===== src/hdl/sfdp_map_pkg.sv =====
// Purpose: Constants, types and encoders for the sector map descriptor content
// Assumes: Byte offsets are relative to the start of the sector map parameter table
// Notes:   Dwords are little endian, so byte 0 of a dword holds bits 7:0

package sfdp_map_pkg;

    // ==========================================================
    // Window of the table held here
    // ==========================================================
    localparam logic [7:0]  MAP_BASE      = 8'h58;
    localparam logic [7:0]  MAP_LAST      = 8'h6f;
    localparam logic [4:0]  BYTE_COUNT    = 5'h18;
    localparam logic [7:0]  UNMAPPED_BYTE = 8'hff;

    // ==========================================================
    // Descriptor field values
    // ==========================================================
    localparam int          DESC_END_BIT      = 0;
    localparam int          DESC_MAP_BIT      = 1;
    localparam int          ERASE_T3_BIT      = 2;
    localparam int          ERASE_T4_BIT      = 3;
    localparam logic [7:0]  OP_READ_ANY_REG   = 8'h65;
    localparam logic [1:0]  ADDR_LEN_VARIABLE = 2'h3;
    localparam logic [1:0]  DETECT_RFU_MID    = 2'h3;
    localparam logic [3:0]  LATENCY_VARIABLE  = 4'hf;
    localparam logic [5:0]  DESC_RFU_LOW      = 6'h3f;
    localparam logic [7:0]  DETECT3_MASK      = 8'h02;
    localparam logic [31:0] DETECT3_REG_ADDR  = 32'h0000_0004;
    localparam logic [7:0]  BOTTOM_REGION_CNT = 8'h02;
    localparam logic [7:0]  BOTTOM_CONFIG_ID  = 8'h00;
    localparam logic [7:0]  HEADER_RFU_HIGH   = 8'hff;
    localparam logic [3:0]  REGION_RFU        = 4'hf;
    localparam logic [23:0] REGION0_SIZE      = 24'h00007f;
    localparam logic [23:0] REGION1_SIZE      = 24'h00007f;
    localparam logic [23:0] REGION2_SIZE      = 24'h007eff;
    localparam logic [3:0]  ERASE_4K_ONLY     = 4'h1;
    localparam logic [3:0]  ERASE_64K_ONLY    = 4'h2;
    localparam int          REGION_UNIT_SHIFT = 8;

    // ==========================================================
    // Types
    // ==========================================================
    typedef enum logic [1:0] {
        ST_IDLE  = 2'b01,
        ST_FETCH = 2'b10
    } fetch_state_t;

    typedef struct packed {
        logic [7:0] data;
    } rom_state_t;

    typedef struct packed {
        logic [1:0] regionIndex;
        logic [3:0] eraseMask;
    } lookup_state_t;

    typedef struct packed {
        fetch_state_t state;
        logic [7:0]   reqAddr;
        logic         reqHit;
        logic [7:0]   readData;
        logic         readValid;
        logic         readMiss;
        logic         writeRefused;
    } port_state_t;

    // ==========================================================
    // Encoders
    // ==========================================================
    function automatic logic [31:0] detect_dword(input logic isLast, input logic [7:0] opcode,
                                                 input logic [7:0] mask);
        return {mask, ADDR_LEN_VARIABLE, DETECT_RFU_MID, LATENCY_VARIABLE, opcode,
                DESC_RFU_LOW, 1'b0, isLast};
    endfunction : detect_dword

    function automatic logic [31:0] header_dword(input logic isLast, input logic [7:0] configId,
                                                 input logic [7:0] regionCount);
        return {HEADER_RFU_HIGH, regionCount, configId, DESC_RFU_LOW, 1'b1, isLast};
    endfunction : header_dword

    function automatic logic [31:0] region_dword(input logic [23:0] size, input logic [3:0] erase);
        return {size, REGION_RFU, erase};
    endfunction : region_dword

    // Byte length of a region from its count-minus-one code
    function automatic logic [31:0] region_bytes(input logic [23:0] size);
        return ({8'h00, size} + 32'h1) << REGION_UNIT_SHIFT;
    endfunction : region_bytes

endpackage : sfdp_map_pkg


===== src/hdl/rom_port_if.sv =====
// Purpose: Byte read port between the request logic and the descriptor store
// Assumes: Data is valid the cycle after readEn
// Notes:   None
`timescale 1ns/10ps

interface rom_port_if;
    logic       readEn;
    logic [4:0] byteIndex;
    logic [7:0] data;

    modport requester (output readEn, output byteIndex, input data);
    modport memory    (input readEn, input byteIndex, output data);
endinterface : rom_port_if


===== src/hdl/sector_map_store.sv =====
// Purpose: Fixed descriptor bytes with registered read data
// Assumes: Index counts bytes from the start of the held window
// Notes:   No write path exists at all
`timescale 1ns/10ps

module sector_map_store (
    input  wire logic clk,
    input  wire logic rst,
    rom_port_if.memory port
);
    import sfdp_map_pkg::*;

    rom_state_t cur;
    rom_state_t next_cur;

    function automatic logic [31:0] table_word(input logic [2:0] idx);
        unique case (idx)
            3'd0:    return detect_dword(1'b1, OP_READ_ANY_REG, DETECT3_MASK);
            3'd1:    return DETECT3_REG_ADDR;
            3'd2:    return header_dword(1'b0, BOTTOM_CONFIG_ID, BOTTOM_REGION_CNT);
            3'd3:    return region_dword(REGION0_SIZE, ERASE_4K_ONLY);
            3'd4:    return region_dword(REGION1_SIZE, ERASE_64K_ONLY);
            3'd5:    return region_dword(REGION2_SIZE, ERASE_64K_ONLY);
            default: return {4{UNMAPPED_BYTE}};
        endcase
    endfunction : table_word

    always_comb begin
        logic [31:0] word;
        word     = table_word(port.byteIndex[4:2]);
        next_cur = cur;
        if (port.readEn) begin
            next_cur.data = word[{port.byteIndex[1:0], 3'b000} +: 8];
        end
    end

    always_ff @(posedge clk) begin
        if (rst) begin
            cur <= '0;
        end else begin
            cur <= next_cur;
        end
    end

    assign port.data = cur.data;
endmodule : sector_map_store


===== src/hdl/region_lookup.sv =====
// Purpose: Maps a flash byte address to its bottom-boot region and erase types
// Assumes: 23-bit byte address for the 8 MB array
// Notes:   Bounds derive from the same size codes the table reports
`timescale 1ns/10ps

module region_lookup (
    input  wire logic        clk,
    input  wire logic        rst,
    input  wire logic [22:0] probeAddr,
    output logic      [1:0]  regionIndex,
    output logic      [3:0]  eraseMask
);
    import sfdp_map_pkg::*;

    localparam logic [31:0] END0 = region_bytes(REGION0_SIZE);
    localparam logic [31:0] END1 = END0 + region_bytes(REGION1_SIZE);

    lookup_state_t cur;
    lookup_state_t next_cur;

    always_comb begin
        logic [31:0] addr;
        addr     = {9'h000, probeAddr};
        next_cur = cur;
        if (addr < END0) begin
            next_cur.regionIndex = 2'd0;
            next_cur.eraseMask   = ERASE_4K_ONLY;
        end else if (addr < END1) begin
            next_cur.regionIndex = 2'd1;
            next_cur.eraseMask   = ERASE_64K_ONLY;
        end else begin
            next_cur.regionIndex = 2'd2;
            next_cur.eraseMask   = ERASE_64K_ONLY;
        end
    end

    always_ff @(posedge clk) begin
        if (rst) begin
            cur <= '0;
        end else begin
            cur <= next_cur;
        end
    end

    assign regionIndex = cur.regionIndex;
    assign eraseMask   = cur.eraseMask;
endmodule : region_lookup


===== src/hdl/sector_map_descriptor_rom.sv =====
// Purpose: Read-only sector map descriptor bytes served to the host controller
// Assumes: Requests are one-cycle pulses synchronous to clk
// Notes:   Unmapped offsets read as all ones and raise readMiss
//
// What this block does
// Third detection descriptor names read-any-register opcode as its probe instruction.
// Detection descriptor encodes variable address length and variable latency.
// Third detection descriptor sets bit 0, marking the last detection entry.
// Detection descriptors clear bit 1, marking a command descriptor.
// Probe target address is register four, the nonvolatile config register three.
// Host reads masked bit zero as 64KB uniform, one as 256KB.
// Bottom-boot header reports region count two, meaning three regions.
// Bottom-boot header carries configuration identifier zero.
// Map header sets bit 1 and clears bit 0.
// Region sizes are 256-byte units minus one; region zero encodes 7Fh.
// Region one, a single 32KB sector, also encodes 7Fh.
// Region zero flags only 4KB erase as supported.
// Region one flags only 64KB erase as supported.
// 256KB erase is unsupported in the small-sector regions.
// Erase type four flag reads zero in every region.
// Header upper byte and region bits 7:4 read all ones.
// Final region covers 127 sectors of 64KB, size code 7EFFh.
// Content is fixed; host writes leave read values unchanged.
`timescale 1ns/10ps

module sector_map_descriptor_rom (
    input  wire logic        clk,
    input  wire logic        rst,
    input  wire logic        readReq,
    input  wire logic [7:0]  readAddr,
    input  wire logic        writeReq,
    input  wire logic [7:0]  writeAddr,
    input  wire logic [7:0]  writeData,
    output logic      [7:0]  readData,
    output logic             readValid,
    output logic             readMiss,
    output logic             readBusy,
    output logic             writeRefused,
    input  wire logic [22:0] probeAddr,
    output logic      [1:0]  regionIndex,
    output logic      [3:0]  eraseMask
);
    import sfdp_map_pkg::*;

    // ==========================================================
    // Store and region lookup
    // ==========================================================
    rom_port_if romPort ();

    sector_map_store store (
        .clk  (clk),
        .rst  (rst),
        .port (romPort.memory)
    );

    region_lookup lookup (
        .clk         (clk),
        .rst         (rst),
        .probeAddr   (probeAddr),
        .regionIndex (regionIndex),
        .eraseMask   (eraseMask)
    );

    // ==========================================================
    // Request handling
    // ==========================================================
    port_state_t cur;
    port_state_t next_cur;

    logic       accept;
    logic       inWindow;
    logic [7:0] offset;

    assign readBusy = (cur.state == ST_FETCH);
    assign accept   = readReq && !readBusy;
    assign inWindow = (readAddr >= MAP_BASE) && (readAddr <= MAP_LAST);
    assign offset   = readAddr - MAP_BASE;

    // Store is clocked on the accept edge so data is ready in the fetch cycle
    assign romPort.readEn    = accept && inWindow;
    assign romPort.byteIndex = offset[4:0];

    always_comb begin
        next_cur              = cur;
        next_cur.readValid    = 1'b0;
        next_cur.readMiss     = 1'b0;
        // Writes have no path into the store; they are only acknowledged as refused
        next_cur.writeRefused = writeReq;
        unique case (cur.state)
            ST_IDLE: begin
                if (accept) begin
                    next_cur.state   = ST_FETCH;
                    next_cur.reqAddr = readAddr;
                    next_cur.reqHit  = inWindow;
                end
            end
            ST_FETCH: begin
                next_cur.state     = ST_IDLE;
                next_cur.readValid = 1'b1;
                next_cur.readMiss  = !cur.reqHit;
                next_cur.readData  = cur.reqHit ? romPort.data : UNMAPPED_BYTE;
            end
        endcase
    end

    always_ff @(posedge clk) begin
        if (rst) begin
            cur          <= '0;
            cur.state    <= ST_IDLE;
        end else begin
            cur <= next_cur;
        end
    end

    assign readData     = cur.readData;
    assign readValid    = cur.readValid;
    assign readMiss     = cur.readMiss;
    assign writeRefused = cur.writeRefused;

    // ==========================================================
    // Assertions
    // ==========================================================
    a_read_latency: assert property (@(posedge clk) disable iff (rst)
        accept |-> ##2 readValid)
        else $error("read answer not two cycles after accept");

    a_detect_opcode: assert property (@(posedge clk) disable iff (rst)
        (accept && readAddr == MAP_BASE + 8'h01) |-> ##2 (readData == OP_READ_ANY_REG))
        else $error("probe opcode byte wrong");

    a_detect_variable: assert property (@(posedge clk) disable iff (rst)
        (accept && readAddr == MAP_BASE + 8'h02) |-> ##2
        (readData == {ADDR_LEN_VARIABLE, DETECT_RFU_MID, LATENCY_VARIABLE}))
        else $error("address length or latency not variable");

    a_detect_flags: assert property (@(posedge clk) disable iff (rst)
        (accept && readAddr == MAP_BASE) |-> ##2
        (readData[DESC_END_BIT] && !readData[DESC_MAP_BIT]))
        else $error("detection descriptor flags wrong");

    a_probe_addr: assert property (@(posedge clk) disable iff (rst)
        (accept && readAddr == MAP_BASE + 8'h04) |-> ##2 (readData == DETECT3_REG_ADDR[7:0]))
        else $error("probe register address wrong");

    a_header_count: assert property (@(posedge clk) disable iff (rst)
        (accept && readAddr == MAP_BASE + 8'h0a) |-> ##2 (readData == BOTTOM_REGION_CNT))
        else $error("region count wrong");

    a_header_id: assert property (@(posedge clk) disable iff (rst)
        (accept && readAddr == MAP_BASE + 8'h09) |-> ##2 (readData == BOTTOM_CONFIG_ID))
        else $error("configuration id wrong");

    a_header_flags: assert property (@(posedge clk) disable iff (rst)
        (accept && readAddr == MAP_BASE + 8'h08) |-> ##2
        (readData[DESC_MAP_BIT] && !readData[DESC_END_BIT]))
        else $error("map header flags wrong");

    a_region_sizes: assert property (@(posedge clk) disable iff (rst)
        (accept && (readAddr == MAP_BASE + 8'h0d || readAddr == MAP_BASE + 8'h11)) |-> ##2
        (readData == REGION0_SIZE[7:0] && readData == REGION1_SIZE[7:0]))
        else $error("small region size code wrong");

    a_region0_erase: assert property (@(posedge clk) disable iff (rst)
        (accept && readAddr == MAP_BASE + 8'h0c) |-> ##2 (readData[3:0] == ERASE_4K_ONLY))
        else $error("region zero erase flags wrong");

    a_region1_erase: assert property (@(posedge clk) disable iff (rst)
        (accept && readAddr == MAP_BASE + 8'h10) |-> ##2 (readData[3:0] == ERASE_64K_ONLY))
        else $error("region one erase flags wrong");

    a_erase_unsup: assert property (@(posedge clk) disable iff (rst)
        (accept && (readAddr == MAP_BASE + 8'h0c || readAddr == MAP_BASE + 8'h10
                    || readAddr == MAP_BASE + 8'h14)) |-> ##2
        (!readData[ERASE_T3_BIT] && !readData[ERASE_T4_BIT] && readData[7:4] == REGION_RFU))
        else $error("region flag byte wrong");

    a_header_rfu: assert property (@(posedge clk) disable iff (rst)
        (accept && readAddr == MAP_BASE + 8'h0b) |-> ##2 (readData == HEADER_RFU_HIGH))
        else $error("header reserved byte not all ones");

    a_final_region: assert property (@(posedge clk) disable iff (rst)
        (accept && readAddr == MAP_BASE + 8'h15) |-> ##2 (readData == REGION2_SIZE[7:0]))
        else $error("final region size low byte wrong");

    a_write_refused: assert property (@(posedge clk) disable iff (rst)
        // A read answer may legally land in the busy cycle, so only idle writes are held to stable data
        (writeReq && !readBusy) |=> (writeRefused && $stable(readData)))
        else $error("write not refused or data disturbed");

    a_miss_value: assert property (@(posedge clk) disable iff (rst)
        (accept && !inWindow) |-> ##2 (readMiss && readData == UNMAPPED_BYTE))
        else $error("unmapped read not flagged");

    // Write operands are deliberately unused beyond refusal
    logic unusedWrite;
    assign unusedWrite = ^{writeAddr, writeData};
endmodule : sector_map_descriptor_rom


===== config.mk =====
export PLATFORM = sky130hd
export DESIGN_NAME = sector_map_descriptor_rom
export DESIGN_NICKNAME = d
export VERILOG_FILES = /design/src/hdl/sfdp_map_pkg.sv /design/src/hdl/rom_port_if.sv /design/src/hdl/sector_map_store.sv /design/src/hdl/region_lookup.sv /design/src/hdl/sector_map_descriptor_rom.sv
export SDC_FILE = /design/constraint.sdc
export NUM_CORES = 1
export LEC_CHECK = 0
export BUFFER_PORTS_ARGS = -buffer_cell sky130_fd_sc_hd__buf_2
export CAP_MARGIN = 20
export CORE_AREA = 3 3 63 54
export CTS_BUF_LIST = sky130_fd_sc_hd__clkbuf_16
export CTS_CLUSTER_DIAMETER = 100
export DETAILED_ROUTE_END_ITERATION = 6
export DIE_AREA = 0 0 66 57
export PLACE_DENSITY = 0.73
export SYNTH_ARGS = -nofsm -noshare
export SYNTH_HDL_FRONTEND = slang
export SYNTH_SLANG_ARGS = --single-unit

===== constraint.sdc =====
create_clock -name clk -period 1.75 [get_ports clk]
set_input_delay 0.35 -clock clk [delete_from_list [all_inputs] [get_ports clk]]
set_output_delay 0.35 -clock clk [all_outputs]
set_load 0.01 [all_outputs]

Word level (Yosys, flattened, before mapping)
Index checks and enable logic that the tools add are counted.
- bits of input ports: 51
- output and inout bits: 18
- register bits after elaboration: 36
- word-level logic and storage cells: 42
- muxes and demuxes: 7
- add/subtract/negate cells: 1
- reduce and logical (&&, ||, !) cells: 9
- shift-type cells: 1
- magnitude comparators: 4
- equal/unequal tests: 8
- bitwise logic cells: 1
- operator list (cell ; number):
    32-bit one-hot mux with 6 select lines ; 1
    32-bit by 6-bit indexed part select with 8-bit output ; 1
    23-bit by 16-bit less-than comparator with 1-bit output, second input constant ; 1
    23-bit by 17-bit less-than comparator with 1-bit output, second input constant ; 1
    11-bit two-way mux ; 1
    8-bit by 7-bit >= comparator with 1-bit output, second input constant ; 1
    8-bit by 7-bit <= comparator with 1-bit output, second input constant ; 1
    8-bit two-way mux ; 1
    3-bit by 2-bit == test with 1-bit output, second input constant ; 2
    3-bit == test, second input constant ; 2
    6-bit two-way mux ; 1
    5-bit subtractor, second input constant ; 1
    2-bit one-hot mux with 2 select lines ; 1
    2-bit OR reduction ; 2
    3-bit by 1-bit == test with 1-bit output, second input constant ; 1
    1-bit logical AND ; 3
    3-bit zero test ; 1
    2-bit by 1-bit == test with 1-bit output, second input constant ; 1
    2-bit == test, second input constant ; 1
    1-bit zero test ; 2
    2-bit two-way mux ; 1
    2-bit inequality test, second input constant ; 1
    2-bit AND reduction ; 1
    1-bit two-way mux ; 1
    1-bit NOT ; 1

Logic depth before layout (Yosys ltp)
- depth after elaboration: 5
- gate-level depth with buffers: 6
- depth with buffers taken out: 5

Modules after synthesis
From an unflattened synthesis, not the netlist that was laid out.
- cells, all modules: 155
- area total of the unflattened synthesis: 1342.5 µm²
- by module, submodules not included (module ; seq. area each (µm²) ; times used ; area an instance (µm²) ; cells an instance):
    sector_map_descriptor_rom ; 280.3 ; 1 ; 621.8 ; 67
    sector_map_store ; 140.1 ; 1 ; 565.5 ; 72
    region_lookup ; 80.1 ; 1 ; 155.1 ; 16

Worst setup path before layout
No wires, ideal clock.
- path kind: input port to flip-flop
- from: input port readAddr[3]
- to: register store.cur (netlist bit store.port.data[7])
- path slack: 0.285 ns
- arrival: 1.374 ns
- path buffers: 2
- setup time: 0.091 ns
- stages on the path: 6
- required time: 1.659 ns
- cells stage by stage: buf_4 nand3b_2 a2111oi_4 buf_4 nor2_1 a311oi_1
- cells in the longest elaborated chain, start to end: 4
- elaborated cells between the ends (all ways): 13
- classes of those cells: 1 x add/sub; 2 x order compare; 5 x eq/ne; 1 x shift; 1 x mux; 3 x reduce/logical
- RTL lines (item ; line ; text):
    start, declared ; sector_map_descriptor_rom.sv:30 ; input wire logic [7:0] readAddr,
    5-bit subtractor ; sector_map_descriptor_rom.sv:77 ; assign offset = readAddr - MAP_BASE;
    3-bit == test (tied with other cells) ; sector_map_store.sv:17 ; unique case (idx)
    32-bit one-hot mux with 6 select lines ; sector_map_store.sv:17 ;
    32-bit by 6-bit indexed part select with 8-bit output ; sector_map_store.sv:33 ; next_cur.data = word[{port.byteIndex[1:0], 3'b000} +: 8];
    end signal, assigned ; sector_map_store.sv:41 ; cur <= next_cur;
    end, declared ; sector_map_store.sv:13 ; rom_state_t cur;
Parallel ways exist; a longest one is shown, timed or not.
A chain may end at the register's enable or synchronous reset.

Worst setup path after layout
- from: register cur[20] (netlist bit)
- to: output port readBusy
- cells in the longest elaborated chain, start to end: 1
- RTL lines (item ; line ; text):
    start, declared ; sector_map_descriptor_rom.sv:67 ; port_state_t cur;
    start signal, assigned ; sector_map_descriptor_rom.sv:111 ; cur <= next_cur;
    2-bit == test ; sector_map_descriptor_rom.sv:74 ; assign readBusy = (cur.state == ST_FETCH);
    end, declared ; sector_map_descriptor_rom.sv:37 ; output logic readBusy,
Every way passes these cells.

==> metrics.md <==
| Metric | Value |
|---|---|
| Status | complete, no violations |
| Max Slew Vio Count | 0 |
| CP Class | reg -> out |
| Die width | ~66 um |
| Crit path cell chain | nand2b_1 -> inv_2 -> buf_4 -> buf_2 |
| Drt first pass iters | 4 |
| Multi-input logic area | ~550 sq um |
| Power density cells | 876 nW/um^2 |
| Max-Cap Viols | 0 |
| CP arrival | 1.22 ns |
| Worst VDD drop | between 0.3 and 0.4 mV |
| Post-synth top area cell | dfxtp_1 |
| Via/cell ratio | roughly 5.1 |
| CP required | between 1 and 1.5 ns |
| Dpl hpwl | 1940 um |
| Clk_lat worst skew | 0.25 ns |
| Synthesis-stage register bit count | 24 |
| Slowest CP cell | dfxtp_1 |
| Combinational power share | roughly 14% |
| CP Max Fanout | 17 |
| DRC | 0 |
| Post-Syn Area per Cell | 8.15 sq um |
| Port Buffers | 35 |
| Mapped Area | between 1000 and 1500 sq um |
| Crit path capture type | output port |
| Total grt overflow | 0 |
| Final WL | between 2000 and 3000 um |
| Setup-failing EPs final | 0 |
| Utilization after layout | between 50 and 60% |
| Per-cell routed wire length | around 12 um |
| Startpoint types | register |
| Vert. Die Dim | roughly 57 um |
| Synth top cells by count | dfxtp_1 (24), nor2_1 (21), buf_4 (12) |
| Sequential cell area | between 400 and 500 sq um |
| Achievable Freq | around 640 MHz |
| Htree depth | 1 |
| Final hold vios | 0 |
| Inserted Clock Buffers | 3 |
| Unrepaired setup endpoints after global routing | false |
| Clock-pin slew on the worst setup and hold paths | about 0.06 ns |
| # rows | 17 |
| Switching part of the total | 23.3% |
| Yosys warning count | 0 |
| Sequential share of power | a little under half |
| Sequential share of the synthesized area | between 40% and 50% |
| Min-delay worst type | in -> reg |
| CTS tree | yes |
| Final min period | between 1.5 and 2 ns |
| First-pass GRT wire length | approximately 4200 um |
| Core Region | around 2700 sq um |
| Mapped Cells | ~150 |
| Initial Util | between 40% and 50% |
| Drt initial violations | 34 |
| Tot GR Track Use | between 10 and 15% |
| Count leader, synth | dfxtp_1 |
| Clk_skew | around 0.004 ns |
| Max stage delay on crit path | roughly 0.3 ns |
| Area growth, synth to finish | 18.0% |
| Final TNS setup | 0 ns |
| Top cell type's share of synthesized area | 40.4% |
| Share of cells above drive strength 1 | between 20% and 30% |
| Clock sink total | 24 |
| Hold-fix buffers, CTS | 0 |
| Number of global-route vias before repair | about 960 |
| Post-CTS setup buffers | 0 |
| Fillers | 274 |
| Die ar. | ~3800 sq um |
| Final period util | about nine tenths |
| Top Ports | 69 |
| Gp weighted congestion | between 0.7 and 0.8 |
| Largest net degree at the start of global routing | 25 |
| Antenna Nets Post-Route | 0 |
| Antenna cells | 0 |
| Root Driver | clkbuf_16 |
| Ys async rst share | 0% |
| Sw power | 0.000286 W |
| CTS resizes | 0 |
| Initial antenna violation count | 0 |
| Clk buf depth | 2 |
| P_int | ~0.00094 W |
| Via count | roughly 1100 |
| Yosys cell types | 34 |
| Biggest area contributors in the synthesized netlist | dfxtp_1 (40%), buf_4 (7.6%), a311oi_1 (7.4%) |
| Nets@finish | ~220 |
| Number of synthesized flops with an enable pin | 0 |
| Clk pwr share | between 30% and 40% |
| Leak | between 0.5 and 0.6 nW |
| Synth Flop Type | dfxtp_1 |
## registers in the layout (all words and copies together), names as in the netlist
| signal | cells |
|---|---|
| readData | 7 |
| store.port.data | 7 |
| cur | 3 |
| lookup.eraseMask | 2 |
| lookup.regionIndex | 2 |
| readMiss | 1 |
| readValid | 1 |
| writeRefused | 1 |
## layout make-up
class	count	area share (%)
sequential	24	34.2
multi-input combinational	92	39.2
clock buffer	3	5.35
clock inverter	1	0.267
tap	38	3.39
timing repair buffer	39	14.6
inverter	11	2.94
## cells in the final DEF (no fill, tap or decap), types with 2 or more instances in the layout
master,instances
buf_2,35
clkbuf_16,3
o31ai_1,2
o21ai_0,7
a31oi_1,2
conb_1,2
a211oi_1,5
dfxtp_1,24
nor2_1,21
a21oi_1,5
a311oi_1,10
nand2b_1,5
buf_4,4
nor2b_1,3
nand3_1,2
inv_1,10
nor3_1,5
nand2_1,9
## power groups by stage
stage	Combinational [W]	Sequential (W)	Clock [W]
3_3_place_gp	0.000161	0.000589	0
4_1_cts	0.000168	0.000578	0.000493
3_5_place_dp	0.000167	0.000590	0
5_1_grt	0.000187	0.000581	0.000517
2_1_floorplan	0.000119	0.000590	0
6_report	0.000167	0.000578	0.000484
## cell families (layout without fill, tap and decap cells)
kind of cell	Yosys count	in the layout	synth area share, %
AO/OA/AOI/OAI	40	40	25.8
flip-flops	24	24	40.4
AND/OR/NAND/NOR	50	50	19.9
other	1	2	0.315
buffers and inverters	31	54	13.7
## worst max-delay path: cells and delay by family, from the launching register on
kind / cells / cell delay [ns]
flip-flops: 1 / 0.30
buffers and inverters: 3 / 0.48
AND/OR/NAND/NOR: 1 / 0.18
## final timing paths
check	depth (start not counted)	start	end	slack (ns)
max	4	cur[20]$_SDFFE_PP1P_	readBusy	0.18
min	2	probeAddr[15]	lookup.eraseMask[0]$_SDFF_PP0_	0.28
max reg2reg	6	cur[20]$_SDFFE_PP1P_	store.port.data[6]$_SDFFE_PP0P_	0.25
min reg2reg	2	store.port.data[0]$_SDFFE_PP0P_	readData[0]$_SDFFE_PP0P_	0.48
## per-layer routing
layer | share of wire [%] | GRT usage (%) | routed length, um
met1 | 44 | 16.9 | 1110
met2 | 50 | 24.9 | 1260
met3 | 6.1 | 3.54 | 154
met4 | 0 | 2.61 | 0
met5 | 0 | 0 | 0
## per-stage QoR
stage	area, sq um	worst slack [ns]	instances	total power (W)	hold slack [ns]
floorplan	1190	0.285	147	0.000709	0.422
global placement	1330	0.0970	204	0.000749	0.460
detailed placement	1330	0.0489	204	0.000757	0.473
CTS	1400	0.177	208	0.00124	0.281
global route	1400	0.114	208	0.00128	0.292
finish	1400	0.181	208	0.00123	0.283
Power figures use the tool's default switching activity.
